===== src/hw/tsc_pkg.sv =====
// Notes on behaviour
// RULE1: with the enable bit clear, all other settings are ignored and nothing is acquired.
// RULE2: software writes start to 1; hardware clears it when acquisition completes.
// RULE3: mode bit 2 picks normal (0) or synchronous (1) acquisition.
// RULE4: polarity bit 3: 0 falling edge only, 1 rising edge and high level.
// RULE5: idle bit 4: unused pins driven low (0) or left floating (1).
// RULE6: bits 7:5 pick pulse limit 255 up to 16383; code 111 reserved.
// RULE7: bits 14:12 divide the bus clock by two to the field value.
// RULE8: bit 15 gives spread clock as bus clock or bus clock over two.
// RULE9: bit 16 turns spread spectrum variation of charge pulses on.
// RULE10: bits 23:17 bound spread periods added to high phase, 1 to 128.
// RULE11: bits 27:24 give low phase of field plus one pulse clock periods.
// RULE12: bits 31:28 give high phase of field plus one pulse clock periods.
// RULE13: software keeps configuration unchanged while acquisition runs.
// RULE14: irq enable bit 0 lets the done flag raise the interrupt.
// RULE15: irq enable bit 1 lets the overcount flag raise the interrupt.
// RULE16: writing 1 to clear bit 0 clears the done flag; 0 does nothing.
// RULE17: writing 1 to clear bit 1 clears the overcount flag; 0 does nothing.
// RULE18: on pulse limit, stop transfer at once, set overcount and done flags.
// RULE19: done flag sets once every enabled group has reached threshold.
// RULE20: in synchronous mode, transfer waits for the chosen sync edge or level.
// RULE21: interrupt output is high while any enabled flag is set.
package tsc_pkg;
  localparam logic [7:0]  TOUCH_CONTROL_OFS   = 8'h00;
  localparam logic [7:0]  TSC_IRQEN_OFS  = 8'h04;
  localparam logic [7:0]  TSC_FCLR_OFS   = 8'h08;
  localparam logic [7:0]  TSC_STAT_OFS   = 8'h0C;
  localparam logic [31:0] TOUCH_CONTROL_RST   = 32'h0000_0000;
  localparam logic [1:0]  TSC_IRQEN_RST  = 2'h0;
  localparam int          TSC_EN_BIT     = 0;
  localparam int          TSC_START_BIT  = 1;
  localparam int          TSC_MODE_BIT   = 2;
  localparam int          TSC_POL_BIT    = 3;
  localparam int          TSC_IDLE_BIT   = 4;
  localparam int          TSC_MAX_LSB    = 5;
  localparam int          TSC_PGDIV_LSB  = 12;
  localparam int          TSC_SSDIV_BIT  = 15;
  localparam int          TSC_SPREAD_ENABLE_BIT   = 16;
  localparam int          TSC_SSDEV_LSB  = 17;
  localparam int          TSC_LOW_LSB    = 24;
  localparam int          TSC_HIGH_LSB   = 28;
  localparam int          TSC_DONE_BIT   = 0;
  localparam int          TSC_OVER_BIT   = 1;
  localparam int          TSC_CNT_W      = 14;
  localparam logic [2:0]  TSC_MAX_RSVD   = 3'h7;
  localparam logic [6:0]  TSC_LFSR_SEED  = 7'h5A;
  typedef enum logic [2:0] {
    TSC_IDLE   = 3'h0,
    TSC_WAIT   = 3'h1,
    TSC_HIGH   = 3'h3,
    TSC_SPREAD = 3'h7,
    TSC_LOW    = 3'h5,
    TSC_DONE   = 3'h4
  } tsc_state_t;
endpackage


===== src/hw/touch_control.sv =====
// The plain strobed port is this design's own decision.
`timescale 1ns/10ps
`default_nettype none
module touch_control
  import tsc_pkg::*;
#(
  parameter int GROUPS = 8
) (
  input  wire logic                     clk,           // 100 MHz bus clock
  input  wire logic                     rst,           // synchronous reset
  input  wire logic [7:0]               addr,          // byte address
  input  wire logic [31:0]              wr_data,       // write data
  input  wire logic                     wr_en,         // write strobe
  input  wire logic                     rd_en,         // read strobe
  output logic      [31:0]              rd_data,       // read data, cycle after strobe
  input  wire logic [GROUPS-1:0]        group_en,      // enabled groups, same clock
  input  wire logic [GROUPS-1:0]        sample_in,     // sampling pins, async
  input  wire logic                     sync_in,       // sync pin, async
  output logic                          charge_out,    // charge pulse high phase
  output logic                          xfer_out,      // low phase, switch closed
  output logic                          idle_oe,       // idle pins driven low
  output logic      [GROUPS-1:0]        group_done,    // group reached threshold
  output logic      [GROUPS*TSC_CNT_W-1:0] group_count, // latched pulse counts
  output logic                          irq            // interrupt request
);
  logic [31:0]           ctrl;
  logic [1:0]            irq_en;
  logic                  done_flag;
  logic                  over_flag;
  tsc_state_t            state;
  tsc_state_t            next_state;
  logic [6:0]            pre_cnt;
  logic [3:0]            ph_cnt;
  logic [7:0]            ss_cnt;
  logic                  ss_ph;
  logic [6:0]            lfsr;
  logic [TSC_CNT_W-1:0]  pulse_cnt;
  logic [GROUPS-1:0]     samp_m;
  logic [GROUPS-1:0]     samp_s;
  logic                  sync_m;
  logic                  sync_s;
  logic                  sync_d;

  // field views
  wire       enable   = ctrl[TSC_EN_BIT];
  wire       start    = ctrl[TSC_START_BIT];
  wire       mode     = ctrl[TSC_MODE_BIT];
  wire       pol      = ctrl[TSC_POL_BIT];
  wire       idle_md  = ctrl[TSC_IDLE_BIT];
  wire [2:0] max_sel  = ctrl[TSC_MAX_LSB +: 3];
  wire [2:0] pg_div   = ctrl[TSC_PGDIV_LSB +: 3];
  wire       ss_div   = ctrl[TSC_SSDIV_BIT];
  wire       ss_en    = ctrl[TSC_SPREAD_ENABLE_BIT];
  wire [6:0] ss_dev   = ctrl[TSC_SSDEV_LSB +: 7];
  wire [3:0] low_len  = ctrl[TSC_LOW_LSB +: 4];
  wire [3:0] high_len = ctrl[TSC_HIGH_LSB +: 4];

  // address decode
  wire sel_ctrl  = (addr == TOUCH_CONTROL_OFS);
  wire sel_irqen = (addr == TSC_IRQEN_OFS);
  wire sel_fclr  = (addr == TSC_FCLR_OFS);
  wire sel_stat  = (addr == TSC_STAT_OFS);
  wire wr_ctrl   = wr_en && sel_ctrl;
  wire wr_irqen  = wr_en && sel_irqen;
  wire clr_done  = wr_en && sel_fclr && wr_data[TSC_DONE_BIT];  // RULE16
  wire clr_over  = wr_en && sel_fclr && wr_data[TSC_OVER_BIT];  // RULE17

  logic [31:0] rd_mux;
  assign rd_mux = sel_ctrl  ? ctrl :
                  sel_irqen ? {30'h0, irq_en} :
                  sel_stat  ? {30'h0, over_flag, done_flag} :
                  32'h0;

  // pulse generator clock: tick when the low div bits are all ones
  wire [6:0] pg_mask = 7'(({7'h0, 1'b1} << pg_div) - 8'h01);
  wire       pg_tick = ((pre_cnt & pg_mask) == pg_mask);          // RULE7
  wire       ss_tick = ss_div ? ss_ph : 1'b1;                     // RULE8

  // pulse limit; reserved code is held at the largest limit
  wire [2:0] max_eff = (max_sel == TSC_MAX_RSVD) ? 3'h6 : max_sel;
  wire [TSC_CNT_W-1:0] max_cnt =
    TSC_CNT_W'((15'h0100 << max_eff) - 15'h0001);                  // RULE6

  // extra high-phase periods: pseudo-random, 1 up to deviation+1
  wire [7:0] ss_extra = {1'b0, lfsr & ss_dev} + 8'h01;             // RULE10

  // sync trigger; sync_s and sync_d are second stage and later
  wire sync_hit = pol ? sync_s : (sync_d && !sync_s);             // RULE4

  wire [GROUPS-1:0] reach   = samp_s & group_en & ~group_done;
  wire [GROUPS-1:0] done_nx = group_done | reach;
  wire all_done = ((done_nx & group_en) == group_en);              // RULE19
  // the pulse now ending is counted, so the limit is the number of pulses run
  wire at_limit = ((pulse_cnt + TSC_CNT_W'(1)) == max_cnt);
  wire hi_end   = pg_tick && (ph_cnt == high_len);                 // RULE12
  wire lo_end   = pg_tick && (ph_cnt == low_len);                  // RULE11
  wire ss_end   = ss_tick && (ss_cnt == ss_extra - 8'h01);
  wire in_low   = (state == TSC_LOW);
  wire finish_ok   = in_low && lo_end && all_done;
  wire finish_over = in_low && lo_end && !all_done && at_limit;    // RULE18
  wire launch   = (state == TSC_IDLE) && enable && start;          // RULE2

  always_comb begin
    next_state = state;
    case (state)
      TSC_IDLE: begin
        if (launch) begin
          next_state = mode ? TSC_WAIT : TSC_HIGH;                 // RULE3
        end
      end
      TSC_WAIT: begin
        if (sync_hit) begin
          next_state = TSC_HIGH;                                   // RULE20
        end
      end
      TSC_HIGH: begin
        if (hi_end) begin
          next_state = ss_en ? TSC_SPREAD : TSC_LOW;               // RULE9
        end
      end
      TSC_SPREAD: begin
        if (ss_end) begin
          next_state = TSC_LOW;
        end
      end
      TSC_LOW: begin
        if (finish_ok || finish_over) begin
          next_state = TSC_DONE;
        end else if (lo_end) begin
          next_state = TSC_HIGH;
        end
      end
      TSC_DONE: begin
        next_state = TSC_IDLE;
      end
      default: begin
        next_state = TSC_IDLE;
      end
    endcase
    if (!enable) begin
      next_state = TSC_IDLE;                                       // RULE1
    end
  end

  // pin synchronisers
  always_ff @(posedge clk) begin
    if (rst) begin
      samp_m <= '0;
      samp_s <= '0;
      sync_m <= 1'b0;
      sync_s <= 1'b0;
      sync_d <= 1'b0;
    end else begin
      samp_m <= sample_in;
      samp_s <= samp_m;
      sync_m <= sync_in;
      sync_s <= sync_m;
      sync_d <= sync_s;
    end
  end

  // register file; a write of start in the done cycle wins
  always_ff @(posedge clk) begin
    if (rst) begin
      ctrl <= TOUCH_CONTROL_RST;
    end else begin
      if (state == TSC_DONE) begin
        ctrl[TSC_START_BIT] <= 1'b0;                               // RULE2
      end
      if (wr_ctrl) begin
        ctrl <= wr_data & 32'hFFFF_F0FF;
      end
    end
  end

  always_ff @(posedge clk) begin
    if (rst) begin
      irq_en <= TSC_IRQEN_RST;
    end else if (wr_irqen) begin
      irq_en <= wr_data[1:0];
    end
  end

  always_ff @(posedge clk) begin
    if (rst) begin
      rd_data <= 32'h0;
    end else begin
      rd_data <= rd_en ? rd_mux : 32'h0;
    end
  end

  // flags: a hardware set beats a software clear in the same cycle
  always_ff @(posedge clk) begin
    if (rst) begin
      done_flag <= 1'b0;
      over_flag <= 1'b0;
    end else begin
      done_flag <= (finish_ok || finish_over) || (done_flag && !clr_done);  // RULE18
      over_flag <= finish_over || (over_flag && !clr_over);                 // RULE18
    end
  end

  // interrupt follows the flags one cycle late
  always_ff @(posedge clk) begin
    if (rst) begin
      irq <= 1'b0;
    end else begin
      irq <= (done_flag && irq_en[TSC_DONE_BIT])                            // RULE14
          || (over_flag && irq_en[TSC_OVER_BIT]);                           // RULE15 RULE21
    end
  end

  always_ff @(posedge clk) begin
    if (rst) begin
      state <= TSC_IDLE;
    end else begin
      state <= next_state;
    end
  end

  // prescaler runs only in the timed phases, so every phase starts aligned
  always_ff @(posedge clk) begin
    if (rst) begin
      pre_cnt <= 7'h0;
    end else begin
      pre_cnt <= (state == TSC_HIGH || state == TSC_LOW) ? pre_cnt + 7'h01 : 7'h0;
    end
  end

  // spread clock has its own phase bit: the prescaler is parked during spread
  always_ff @(posedge clk) begin
    if (rst) begin
      ss_cnt <= 8'h0;
      ss_ph  <= 1'b0;
    end else if (state == TSC_SPREAD) begin
      ss_cnt <= ss_tick ? ss_cnt + 8'h01 : ss_cnt;
      ss_ph  <= !ss_ph;
    end else begin
      ss_cnt <= 8'h0;
      ss_ph  <= 1'b0;
    end
  end

  always_ff @(posedge clk) begin
    if (rst) begin
      ph_cnt <= 4'h0;
    end else if (next_state != state) begin
      ph_cnt <= 4'h0;
    end else if (pg_tick) begin
      ph_cnt <= ph_cnt + 4'h1;
    end
  end

  always_ff @(posedge clk) begin
    if (rst) begin
      lfsr <= TSC_LFSR_SEED;
    end else if (ss_end) begin
      lfsr <= {lfsr[5:0], lfsr[6] ^ lfsr[5]};
    end
  end

  always_ff @(posedge clk) begin
    if (rst) begin
      pulse_cnt <= '0;
    end else if (launch) begin
      pulse_cnt <= '0;
    end else if (in_low && lo_end) begin
      pulse_cnt <= pulse_cnt + 1'b1;
    end
  end

  // group results
  always_ff @(posedge clk) begin
    if (rst) begin
      group_done  <= '0;
      group_count <= '0;
    end else begin
      if (launch) begin
        group_done <= '0;
      end else if (in_low && !finish_over) begin
        // an overrun leaves unfinished groups unmarked
        group_done <= done_nx;
      end
      for (int g = 0; g < GROUPS; g++) begin
        if (in_low && reach[g] && !finish_over) begin
          group_count[g*TSC_CNT_W +: TSC_CNT_W] <= pulse_cnt + 1'b1;
        end
      end
    end
  end

  // charge and transfer pins follow the next state so they line up with the phase counters; idle_oe follows the enable and idle bits
  always_ff @(posedge clk) begin
    if (rst) begin
      charge_out <= 1'b0;
      xfer_out   <= 1'b0;
      idle_oe    <= 1'b0;
    end else begin
      charge_out <= (next_state == TSC_HIGH) || (next_state == TSC_SPREAD);
      xfer_out   <= (next_state == TSC_LOW);
      idle_oe    <= enable && !idle_md;                            // RULE5
    end
  end
endmodule
`default_nettype wire


===== config.mk =====
export PLATFORM = sky130hd
export DESIGN_NAME = touch_control
export DESIGN_NICKNAME = d
export VERILOG_FILES = /design/src/hw/tsc_pkg.sv /design/src/hw/touch_control.sv
export SDC_FILE = /design/constraint.sdc
export NUM_CORES = 1
export LEC_CHECK = 0
export ABC_AREA = 1
export ABC_CLOCK_PERIOD_IN_PS = 2400
export BUFFER_PORTS_ARGS = -buffer_cell sky130_fd_sc_hd__buf_2
export CORE_UTILIZATION = 38
export CTS_BUF_LIST = sky130_fd_sc_hd__clkbuf_16
export CTS_CLUSTER_DIAMETER = 60
export CTS_CLUSTER_SIZE = 8
export DETAILED_ROUTE_END_ITERATION = 10
export PLACE_DENSITY_LB_ADDON = 0.08
export SETUP_SLACK_MARGIN = 0.5
export SLEW_MARGIN = 15
export SYNTH_ARGS = -nofsm -noshare
export SYNTH_HDL_FRONTEND = slang
export SYNTH_SLANG_ARGS = --single-unit

===== constraint.sdc =====
create_clock -name clk -period 2.4 [get_ports clk]
set_input_delay 0.24 -clock clk [delete_from_list [all_inputs] [get_ports clk]]
set_output_delay 0.24 -clock clk [all_outputs]
set_load 0.02 [all_outputs]

==> results by group, run 1 <==
Layout
  • Most common cell after layout, fill and taps aside: dfxtp_1
  • Fill count: around 2400
  • Area Growth Syn to Fin: 39.10%
  • Most frequent cells in the layout: 243 x dfxtp_1, 207 x buf_2, 174 x nand2_1, 142 x nor2_1, 128 x a21oi_1
  • Final core occ: between 50% and 60%
  • FF+latch area: ~5000 um^2
  • Nets: 1581
  • Fin cells: between 1500 and 2000
  • ANT cells: 0
  • Final instance area: 13590 um^2
  • Layout cells sized above 1: between 30% and 40%
  • Multi-input logic area: between 4000 and 5000 um^2

Global route
  • Number of global-route vias before repair: just over 8000
  • Largest net degree at the start of global routing: 87
  • Global-route wire length before repair: approximately 44 mm
  • Grt total ovfl: 0
  • Gr usage total: about 21%
  • Initial antenna violation count: 0

Route
  • Via density per instance: 4.847
  • Vias post-DR: ~9000
  • WL/cell: between 15 and 20 um
  • DRT iter0 DRCs: 450
  • Drt drc: 0
  • DR pass1 iterations: 4
  • Wirelength, routed: between 20 and 30 mm
  • Post-route antenna net violation count: 0

Setup path
  • Max incr delay on CP: between 0.3 and 0.4 ns
  • Critical path startpoint category: flop
  • CP max-delay cell: dfxtp_4
  • Crit-path cells: ha_4 > nand2_4 > nor2_4 > buf_6 > nand4_1 > nand3b_1 > nand2_2 > buf_4 > nand2_1 > nor2_2 > buf_4 > buf_4 > a31oi_2 > buf_6 > nand3_1 > a21oi_1
  • Critical Path Sink Type: flop
  • CP delay by family, top: simple AND/OR/NAND/NOR gates
  • R2R Setup Slk: 0.03 ns
  • WS Path Type: reg -> reg
  • Max FO, Critical Path: 8
  • Arr. time, crit path: ~2.8 ns
  • Most Frequent Cell on Critical Path: buf_4
  • CP bufs+invs: 5
  • Worst Path Required: 2.82 ns

STA
  • Worst slew pin tran: between 1 and 1.5 ns
  • Post-route setup slack: roughly 0.026 ns
  • Max_slew headroom: a little under a quarter
  • Fin Setup TNS: 0 ns
  • Max Freq: between 400 and 500 MHz
  • Final slew viol count: 0
  • Fin. Hold Viols: 0
  • Clock Skew: 0.01621 ns
  • Finish-stage setup viols: 0
  • Final hold slack: 0.02967 ns
  • Minimum clock period: around 2.4 ns
  • Tcrit/Tclk final: 98.93%
  • RSZ-0062 raised after global routing: true

Placement
  • Dpl ws: -0.04626 ns
  • DPL Wire Length: ~20 mm
  • Placed cell count: 1785
  • GP Congestion: 0.8629
  • Post-DP Area: roughly 11000 um^2
  • IO buf count: 208

Clock tree
  • CTS Sinks: 247
  • CTS tree: yes
  • Root buf cell: clkbuf_16
  • Clk Latency, worst-skew pair: 0.50 ns
  • Cts bufs inserted: 37
  • Clk buf depth: 3
  • H-tree depth: 2
  • CTS clk-pin slew, worst paths: ~0.05 ns

Die
  • Die Wd: about 160 um
  • Die area: about 26000 um^2
  • Core area: 25180 um^2
  • Cell row count: 58
  • Initial Util: roughly 39%
  • Die span in y: ~160 um
  • # IOs: 217

Outcome
  • Outcome: finished clean

Synthesis
  • Mapped Cells: about 1200
  • Mapped Avg Cell Area: a little under 8 um^2
  • Top cell type's share of synthesized area: between 50% and 60%
  • Post-synthesis sequential area ratio: between 50% and 60%
  • Synth cell types: 43
  • Yosys top cell by area: dfxtp_1
  • Synth Register Bits: around 250
  • Synthesized cell area: slightly below 10000 um^2
  • Ys Warns: 0
  • Ranking of synthesized cells by area: dfxtp_1 51%, nand2_1 8.4%, a21oi_1 7.6%, nor2_1 6.3%, inv_1 4.4%

Power
  • P_int: roughly 7.2 mW
  • Switching Share: a little over a fifth
  • Register share of total power: between 40% and 50%
  • Power share of the clock group: roughly half
  • Worst vdd ir: between 0.4 and 0.5 mV
  • Leakage: 5.779 nW
  • Net Switching: 1.896 mW
  • P per Cell Area: ~670 nW/um^2
  • Gate power share: approximately 3.1%
  • Total Power: 9.094 mW

Run
  • # Max-Cap Violations: 0

Min path
  • Worst hold path class: in -> reg
-- cell usage after synthesis (all sizes together) --
cell type  count
nor3          13
or2            2
a31oi          4
buf           23
nor3b          1
nand2        240
o21ai        109
xnor2          3
nor2         169
xor2           8
nand4          9
a211oi        15
a221o          1
ha             5
conb           1
a21oi        148
nand3         55
o22ai          1
a21boi         3
o21bai         1
inv          126
clkbuf        35
dfxtp        247
nor4           9
nand3b         7
o211ai         2
-- worst paths after layout --
path / depth (start not counted) / to / startpoint
setup / recovery: 16 / group_done[5] / pulse_cnt[0]
hold / removal: 3 / ctrl[0] / wr_data[0]
setup reg to reg: 16 / group_done[5] / pulse_cnt[0]
hold reg to reg: 2 / samp_s[6] / samp_m[6]
-- repair_timing --
item	4_1_cts	5_1_grt
hold buffers	9	0
endpoints found under the setup margin	131	131
setup buffers	5	5
pin swaps	7	27
gates cloned	1	1
hold endpoints to repair	9	0
resized for setup	99	152
-- routing by layer --
layer  vias to the layer above  GRT usage, %  share of wire [%]
li1                       4550             -                  -
met1                      4160         28.35                 46
met2                       206         35.68                 47
met3                        51         3.718                4.6
met4                         0         6.432                2.2
met5                         -             0                  0
-- power by group through the flow --
stage / Combinational [mW] / Clock, mW / Sequential, mW
floorplan: 0.144 / 0 / 4.24
CTS: 0.259 / 4.77 / 4.16
finish: 0.278 / 4.65 / 4.16
detailed placement: 0.237 / 0 / 4.24
global placement: 0.237 / 0 / 4.24
global route: 0.312 / 4.97 / 4.16
-- flip-flops by register name, indices dropped and copies added (netlist names), 7 cells and up --
signal       cells
samp_s           8
group_count    112
rd_data         28
ss_cnt           8
group_done       8
samp_m           8
pulse_cnt       14
lfsr             7
ctrl            28
pre_cnt          7
-- cells by family after synthesis --
kind of cell               after synthesis  share of synthesized area (%)
AOI/OAI and AO/OA                      284                          15.99
xor gates and xnor gates                11                         0.9860
adders and majority gates                5                         0.6402
buffers and inverters                  184                          8.694
DFF                                    247                          50.60
other                                    1                        0.03838
and+or+nand+nor                        505                          23.05
-- worst reg2reg max path, cell delays in order, from the launching register on --
cell and delay, ns:
dfxtp_4 0.37, ha_4 0.15, nand2_4 0.06, nor2_4 0.22, buf_6 0.14, nand4_1 0.11
nand3b_1 0.15, nand2_2 0.09, buf_4 0.14, nand2_1 0.07, nor2_2 0.04, buf_4 0.13
buf_4 0.12, a31oi_2 0.17, buf_6 0.16, nand3_1 0.07, a21oi_1 0.12
-- final cells by class --
class / instances / area share (%)
clock buffers: 39 / 7.180
clock inverters: 5 / 0.3682
inverters: 126 / 4.225
multi-input cells: 809 / 35.29
flip-flops and latches: 247 / 36.45
well taps: 330 / 3.038
repair buffers: 292 / 13.32
repair inverters: 2 / 0.1289
Note: power is estimated with default switching activity, not from simulation.
==> inputs of run 2 (changes only) <==
--- a/config.mk
+++ b/config.mk
@@ -7,5 +7,5 @@
 export LEC_CHECK = 0
 export ABC_AREA = 1
-export ABC_CLOCK_PERIOD_IN_PS = 2400
+export ABC_CLOCK_PERIOD_IN_PS = 2000
 export BUFFER_PORTS_ARGS = -buffer_cell sky130_fd_sc_hd__buf_2
 export CORE_UTILIZATION = 38
==> constraint.sdc (replaced) <==
create_clock -name clk -period 2 [get_ports clk]
set_input_delay 0.2 -clock clk [delete_from_list [all_inputs] [get_ports clk]]
set_output_delay 0.2 -clock clk [all_outputs]
set_load 0.05 [all_outputs]
==> results by group, run 2 (same netlist as run 1, synthesis figures left out) <==
Placement
  • IO buf count: 208 (unchanged)
  • GP Congestion: 0.8784 (+1.8%)
  • DPL Wire Length: 20.50 mm (+3.5%)
  • Dpl ws: -0.3246 ns (-0.2783 ns)

Layout
  • Most frequent cells in the layout: 234 x dfxtp_1, 207 x buf_2, 150 x nand2_1, 134 x nor2_1, 112 x a21oi_1
  • Final core occ: 59.51% (+5.5 points)
  • Fill count: 2230 (-8.3%)
  • Top flop regs: group_count (112), ctrl (28), rd_data (28)
  • ANT cells: 0 (unchanged)
  • Layout cells sized above 1: 43.52% (+7.5 points)
  • Max reg flops: 112 (unchanged)
  • Most common cell after layout, fill and taps aside: dfxtp_1
  • Area Growth Syn to Fin: 53.35%
  • Most flops, register: group_count
  • Nets: 1690 (+6.9%)

STA
  • Max Freq: 428.4 MHz (+1.7%)
  • Minimum clock period: 2.334 ns (-0.04028 ns)
  • Final hold slack: 0.02027 ns (-0.009395 ns)
  • Fin Setup TNS: -36.72 ns (-36.72 ns)
  • Worst slew pin tran: 0.5914 ns (-0.5549 ns)
  • Final slew viol count: 0 (unchanged)
  • Fin. Hold Viols: 0 (unchanged)
  • Clock Skew: 0.01839 ns (+0.002179 ns)
  • Tcrit/Tclk final: 116.7% (+18 points)
  • RSZ-0062 raised after global routing: true
  • Post-route setup slack: -0.3340 ns (-0.3597 ns)
  • Finish-stage setup viols: 132 (+132)
  • Max_slew headroom: 60.43% (+37 points)

Global route
  • Gr usage total: 23.32% (+1.8 points)
  • Global-route wire length before repair: 48.22 mm (+8.5%)
  • Largest net degree at the start of global routing: 87 (unchanged)
  • Initial antenna violation count: 0 (unchanged)
  • Number of global-route vias before repair: 9196 (+11%)
  • Grt total ovfl: 0 (unchanged)

Power
  • P_int: 8.493 mW (+18%)
  • Worst vdd ir: 0.5229 mV (+12%)
  • Gate power share: 4.1% (+1.0 points)
  • Switching Share: 21.68% (+0.83 points)
  • Leakage: 6.406 nW (+11%)
  • Register share of total power: 46.0% (+0.2 points)
  • P per Cell Area: 723.6 nW/um^2 (+8.2%)
  • Power share of the clock group: 49.8% (-1.4 points)
  • Net Switching: 2.351 mW (+24%)

Clock tree
  • Clk buf depth: 3 (unchanged)
  • Cts bufs inserted: 36 (-2.7%)
  • CTS clk-pin slew, worst paths: 0.05 ns (about the same)
  • Root buf cell: clkbuf_16
  • CTS Sinks: 247 (unchanged)
  • Clk Latency, worst-skew pair: 0.51 ns (about the same)
  • CTS tree: yes
  • H-tree depth: 2 (unchanged)

Route
  • Vias post-DR: 9458 (+5.5%)
  • WL/cell: 16.01 um (+3.0%)
  • DRT iter0 DRCs: 430 (-4.4%)
  • Post-route antenna net violation count: 0 (unchanged)
  • DR pass1 iterations: 7 (+3)
  • Wirelength, routed: 31.33 mm (+9.0%)
  • Drt drc: 0 (unchanged)
  • Via density per instance: 4.833 (-0.29%)

Outcome
  • Violated checks: setup timing
  • Outcome: finished with violations

Run
  • # Max-Cap Violations: 0 (unchanged)

Setup path
  • R2R Setup Slk: -0.33 ns (-0.36 ns)
  • WS Path Type: reg -> reg
  • FF-to-FF Start: pulse_cnt[1]
  • R2r endpoint: group_count[7]
  • Worst Path Required: 2.43 ns (-0.39 ns)
  • R2R depth: 15 (-1)
  • Max FO, Critical Path: 5 (-3)
  • Arr. time, crit path: 2.76 ns (-0.03 ns)
  • Critical Path Sink Type: flop
  • Critical path startpoint category: flop

Min path
  • HP Start: wr_data[16]
  • Worst hold path class: in -> reg
  • Hold Path Sink: ctrl[16]
  • Worst hold stages: 3 (unchanged)

Die
  • Die Wd: 162.4 um (unchanged)
  • Core area: 25180 um^2 (unchanged)
  • Die span in y: 162.4 um (unchanged)
  • Initial Util: 38.81% (unchanged)
  • Cell row count: 58 (unchanged)
  • # IOs: 217 (unchanged)
  • Die area: 26360 um^2 (unchanged)
[run 2: changes by cell type in the layout (fill, tap and decap cells not counted), sizes merged]
cell | before | now
buf | 283 | 366
clkinv | 2 | 1
clkbuf | 39 | 40
dlygate4sd3 | 9 | 36
bufinv | 1 | 0
inv | 130 | 127
clkinvlp | 0 | 1
[run 2: timing repair]
action	4_1_cts	5_1_grt
endpoints found under the hold margin	39	0
buffers inserted	17	14
setup endpoints to repair	153	157
pin swaps	63	59
resized for setup	209	177
hold buffers	36	0
gates cloned	2	3
[run 2: stage by stage]
step | instance area [um^2] | total power [mW] | instances
5_1_grt | 14990 | 11.22 | 1957
2_1_floorplan | 10000 | 5.273 | 1240
4_1_cts | 14220 | 10.91 | 1940
6_report | 14990 | 10.84 | 1957
3_5_place_dp | 12020 | 5.416 | 1844
3_3_place_gp | 12020 | 5.415 | 1844
[run 2: routing by layer]
metal	part of all wire, %	vias up	track usage, %	wire length (um)
li1	-	4780	-	-
met5	0	-	0	0
met3	4.7	60	4.329	1462
met4	2.8	0	8.448	864
met2	48	231	38.93	14920
met1	45	4387	29.90	14080
[run 2: worst max path at each step]
stage | startpoint | endpoint | depth (start not counted)
floorplan | pulse_cnt[1] | group_count[2] | 15
global placement | pulse_cnt[0] | ph_cnt[3] | 18
detailed placement | pulse_cnt[2] | group_count[18] | 12
CTS | pulse_cnt[0] | group_count[87] | 15
global route | pulse_cnt[1] | group_count[7] | 15
finish | pulse_cnt[1] | group_count[7] | 15
[run 2: worst max-delay path, cell delays in order, from the launching register on]
cell	delay, ns
dfxtp_4	0.37
ha_4	0.15
nand2_4	0.06
nor2_4	0.22
nand2_2	0.11
o21ai_4	0.20
nand2_4	0.07
nand2_4	0.06
nand2_4	0.06
nor3_4	0.18
nand4_4	0.15
buf_6	0.18
nand2_4	0.10
buf_6	0.12
nand2_1	0.07
a21oi_2	0.13
[run 2: power groups by stage]
stage / logic [mW] / clock network (mW) / registers [mW]
6_report: 0.448 / 5.40 / 4.99
5_1_grt: 0.495 / 5.73 / 4.99
4_1_cts: 0.412 / 5.51 / 4.99
3_5_place_dp: 0.328 / 0 / 5.09
3_3_place_gp: 0.328 / 0 / 5.09
2_1_floorplan: 0.187 / 0 / 5.09
[run 2: area by class of cell]
| class | instances | area (um^2) | share of cell area, % |
|---|---|---|---|
| sequential | 247 | 4969 | 33.16 |
| clock inverter | 3 | 23.77 | 0.1586 |
| multi-input combinational | 809 | 5087 | 33.95 |
| clock buffer | 38 | 950.9 | 6.346 |
| tap | 330 | 412.9 | 2.755 |
| timing repair buffer | 404 | 2984 | 19.91 |
| inverter | 126 | 558.0 | 3.724 |
==> inputs of run 3 (changes only) <==
Settings changed: SETUP_SLACK_MARGIN 0.5 to 0.2.
==> results by group, run 3 (same netlist as run 1, synthesis figures left out) <==
Outcome
  • Outcome: finished with violations
  • Violated checks: setup timing

Layout
  • FF+latch area: 4957 um^2 (-0.23%)
  • Area Growth Syn to Fin: 48.00%
  • Layout cells sized above 1: 39.38% (-4.1 points)
  • Most flops, register: group_count
  • Max reg flops: 112 (unchanged)
  • Most frequent cells in the layout: 241 x dfxtp_1, 207 x buf_2, 159 x nand2_1, 133 x nor2_1, 118 x buf_4
  • Multi-input logic area: 4908 um^2 (-3.5%)
  • Top flop regs: group_count (112), ctrl (28), rd_data (28)
  • Nets: 1672 (-1.1%)
  • Most common cell after layout, fill and taps aside: dfxtp_1
  • Fill count: 2313 (+3.7%)
  • ANT cells: 0 (unchanged)

STA
  • Post-route setup slack: -0.3187 ns (+0.01537 ns)
  • Worst slew pin tran: 0.7053 ns (+0.1139 ns)
  • Finish-stage setup viols: 130 (-1.5%)
  • Max_slew headroom: 52.98% (-7.4 points)
  • Fin Setup TNS: -33.35 ns (+3.375 ns)
  • Fin. Hold Viols: 0 (unchanged)
  • Clock Skew: 0.02396 ns (+0.005575 ns)
  • Final slew viol count: 0 (unchanged)
  • RSZ-0062 raised after global routing: true
  • Tcrit/Tclk final: 115.9% (-0.77 points)
  • Max Freq: 431.3 MHz (+0.66%)
  • Minimum clock period: 2.319 ns (-0.01537 ns)

Clock tree
  • Root buf cell: clkbuf_16
  • CTS tree: yes
  • Clk buf depth: 3 (unchanged)
  • H-tree depth: 2 (unchanged)
  • CTS Sinks: 247 (unchanged)
  • Cts bufs inserted: 37 (+2.8%)
  • Clk Latency, worst-skew pair: 0.51 ns (about the same)
  • CTS clk-pin slew, worst paths: 0.05 ns (about the same)

Power
  • Power share of the clock group: 50.1% (+0.3 points)
  • Switching Share: 21.54% (-0.13 points)
  • Gate power share: 3.7% (-0.4 points)
  • Net Switching: 2.329 mW (-0.93%)
  • Register share of total power: 46.2% (+0.2 points)
  • Leakage: 6.178 nW (-3.5%)
  • P per Cell Area: 747.5 nW/um^2 (+3.3%)
  • Total Power: 10.81 mW (-0.31%)
  • Worst vdd ir: 0.5153 mV (-1.4%)
  • P_int: 8.481 mW (-0.14%)

Setup path
  • Crit-path cells: ha_4 > nand2_4 > nor2_4 > nand3_2 > nand2_2 > nand3b_1 > nand2_2 > nand3_4 > nor3_4 > nand4_4 > buf_12 > nand2_8 > inv_12 > buf_4 > a21oi_1
  • R2R Setup Slk: -0.32 ns (+0.02 ns)
  • Worst Path Required: 2.43 ns (about the same)
  • FF-to-FF Start: pulse_cnt[0]
  • Critical Path Sink Type: flop
  • Max incr delay on CP: 0.39 ns (+0.02 ns)
  • Critical path startpoint category: flop
  • CP max-delay cell: dfxtp_4
  • WS Path Type: reg -> reg
  • Worst setup path startpoint: pulse_cnt[0]
  • R2R depth: 15 (unchanged)
  • Arr. time, crit path: 2.75 ns (about the same)
  • CP bufs+invs: 3 (+1)
  • Max FO, Critical Path: 20 (+15)
  • CP delay by family, top: simple AND/OR/NAND/NOR gates
  • Most Frequent Cell on Critical Path: nand2_2
  • R2r endpoint: group_count[2]

Global route
  • Largest net degree at the start of global routing: 47 (-46%)
  • Number of global-route vias before repair: 8723 (-5.1%)
  • Gr usage total: 21.99% (-1.3 points)
  • Global-route wire length before repair: 45.61 mm (-5.4%)
  • Grt total ovfl: 0 (unchanged)
  • Initial antenna violation count: 0 (unchanged)

Die
  • Die Wd: 162.4 um (unchanged)
  • Die span in y: 162.4 um (unchanged)
  • Cell row count: 58 (unchanged)
  • # IOs: 217 (unchanged)
  • Core area: 25180 um^2 (unchanged)
  • Initial Util: 38.81% (unchanged)
  • Die area: 26360 um^2 (unchanged)

Route
  • Drt drc: 0 (unchanged)
  • Post-route antenna net violation count: 0 (unchanged)
  • DR pass1 iterations: 5 (-2)
  • Wirelength, routed: 29.52 mm (-5.8%)
  • WL/cell: 15.22 um (-5.0%)
  • Via density per instance: 4.760 (-1.5%)
  • DRT iter0 DRCs: 505 (+17%)
  • Vias post-DR: 9234 (-2.4%)

Run
  • # Max-Cap Violations: 0 (unchanged)

Placement
  • GP Congestion: 0.8609 (-2.0%)
  • IO buf count: 208 (unchanged)
  • Dpl ws: -0.4215 ns (-0.09697 ns)
  • DPL Wire Length: 20.75 mm (+1.2%)

Min path
  • Hold Path Sink: ctrl[14]
  • Worst hold path class: in -> reg
  • Worst hold stages: 3 (unchanged)
  • HP Start: wr_data[14]
run 3: cell count changes in the layout (fill, tap and decap cells not counted), sizes merged:
cell	delta
clkinv	+2
buf	-17
clkinvlp	+1
clkbuf	-2
inv	-1
run 3: worst min-delay path, stage by stage:
cell     delay (ns)
buf_2          0.08
o21ai_0        0.08
a21oi_1        0.12
run 3: worst max-delay path by stage:
stage,end,cells past startpoint
2_1_floorplan,group_count[2],15
3_3_place_gp,ph_cnt[3],18
3_5_place_dp,ph_cnt[3],18
4_1_cts,ph_cnt[3],17
5_1_grt,ph_cnt[3],18
6_report,group_count[2],15
run 3: repair_timing:
action / 4_1_cts / 5_1_grt
gates resized for setup: 89 / 205
setup endpoints to repair: 139 / 145
endpoints found under the hold margin: 39 / 0
pin swaps: 26 / 66
hold buffers: 36 / 0
buffers inserted: 6 / 4
run 3: cell type report:
class | count | share of cell area, %
multi-input cells | 809 | 33.94
inverters | 126 | 3.902
well taps | 330 | 2.855
clock buffers | 38 | 6.575
flip-flops and latches | 247 | 34.28
clock inverters | 5 | 0.2422
repair buffers | 385 | 18.21
run 3: stage by stage:
step | std cells | hold slack (ns) | utilization (%) | instance area [um^2]
finish | 1940 | 0.007313 | 57.43 | 14460
global route | 1940 | 0.01576 | 57.43 | 14460
CTS | 1936 | 0.0001963 | 54.53 | 13730
detailed placement | 1851 | 0.3950 | 47.74 | 12020
global placement | 1851 | 0.3892 | 47.74 | 12020
floorplan | 1240 | 0.3070 | - | 9906
run 3: per-layer routing:
layer | wire length [um] | global-route usage [%] | share of wire (%)
met2 | 13970 | 37.22 | 47
met5 | 0 | 0 | 0
met1 | 13500 | 28.45 | 46
met3 | 1365 | 3.845 | 4.6
met4 | 684 | 6.604 | 2.3
run 3: power groups by stage:
| stage | Combinational, mW | Clock (mW) | Sequential, mW |
|---|---|---|---|
| 3_5_place_dp | 0.318 | 0 | 5.09 |
| 4_1_cts | 0.385 | 5.55 | 4.99 |
| 3_3_place_gp | 0.318 | 0 | 5.09 |
| 6_report | 0.405 | 5.41 | 4.99 |
| 5_1_grt | 0.449 | 5.76 | 4.99 |
| 2_1_floorplan | 0.182 | 0 | 5.09 |
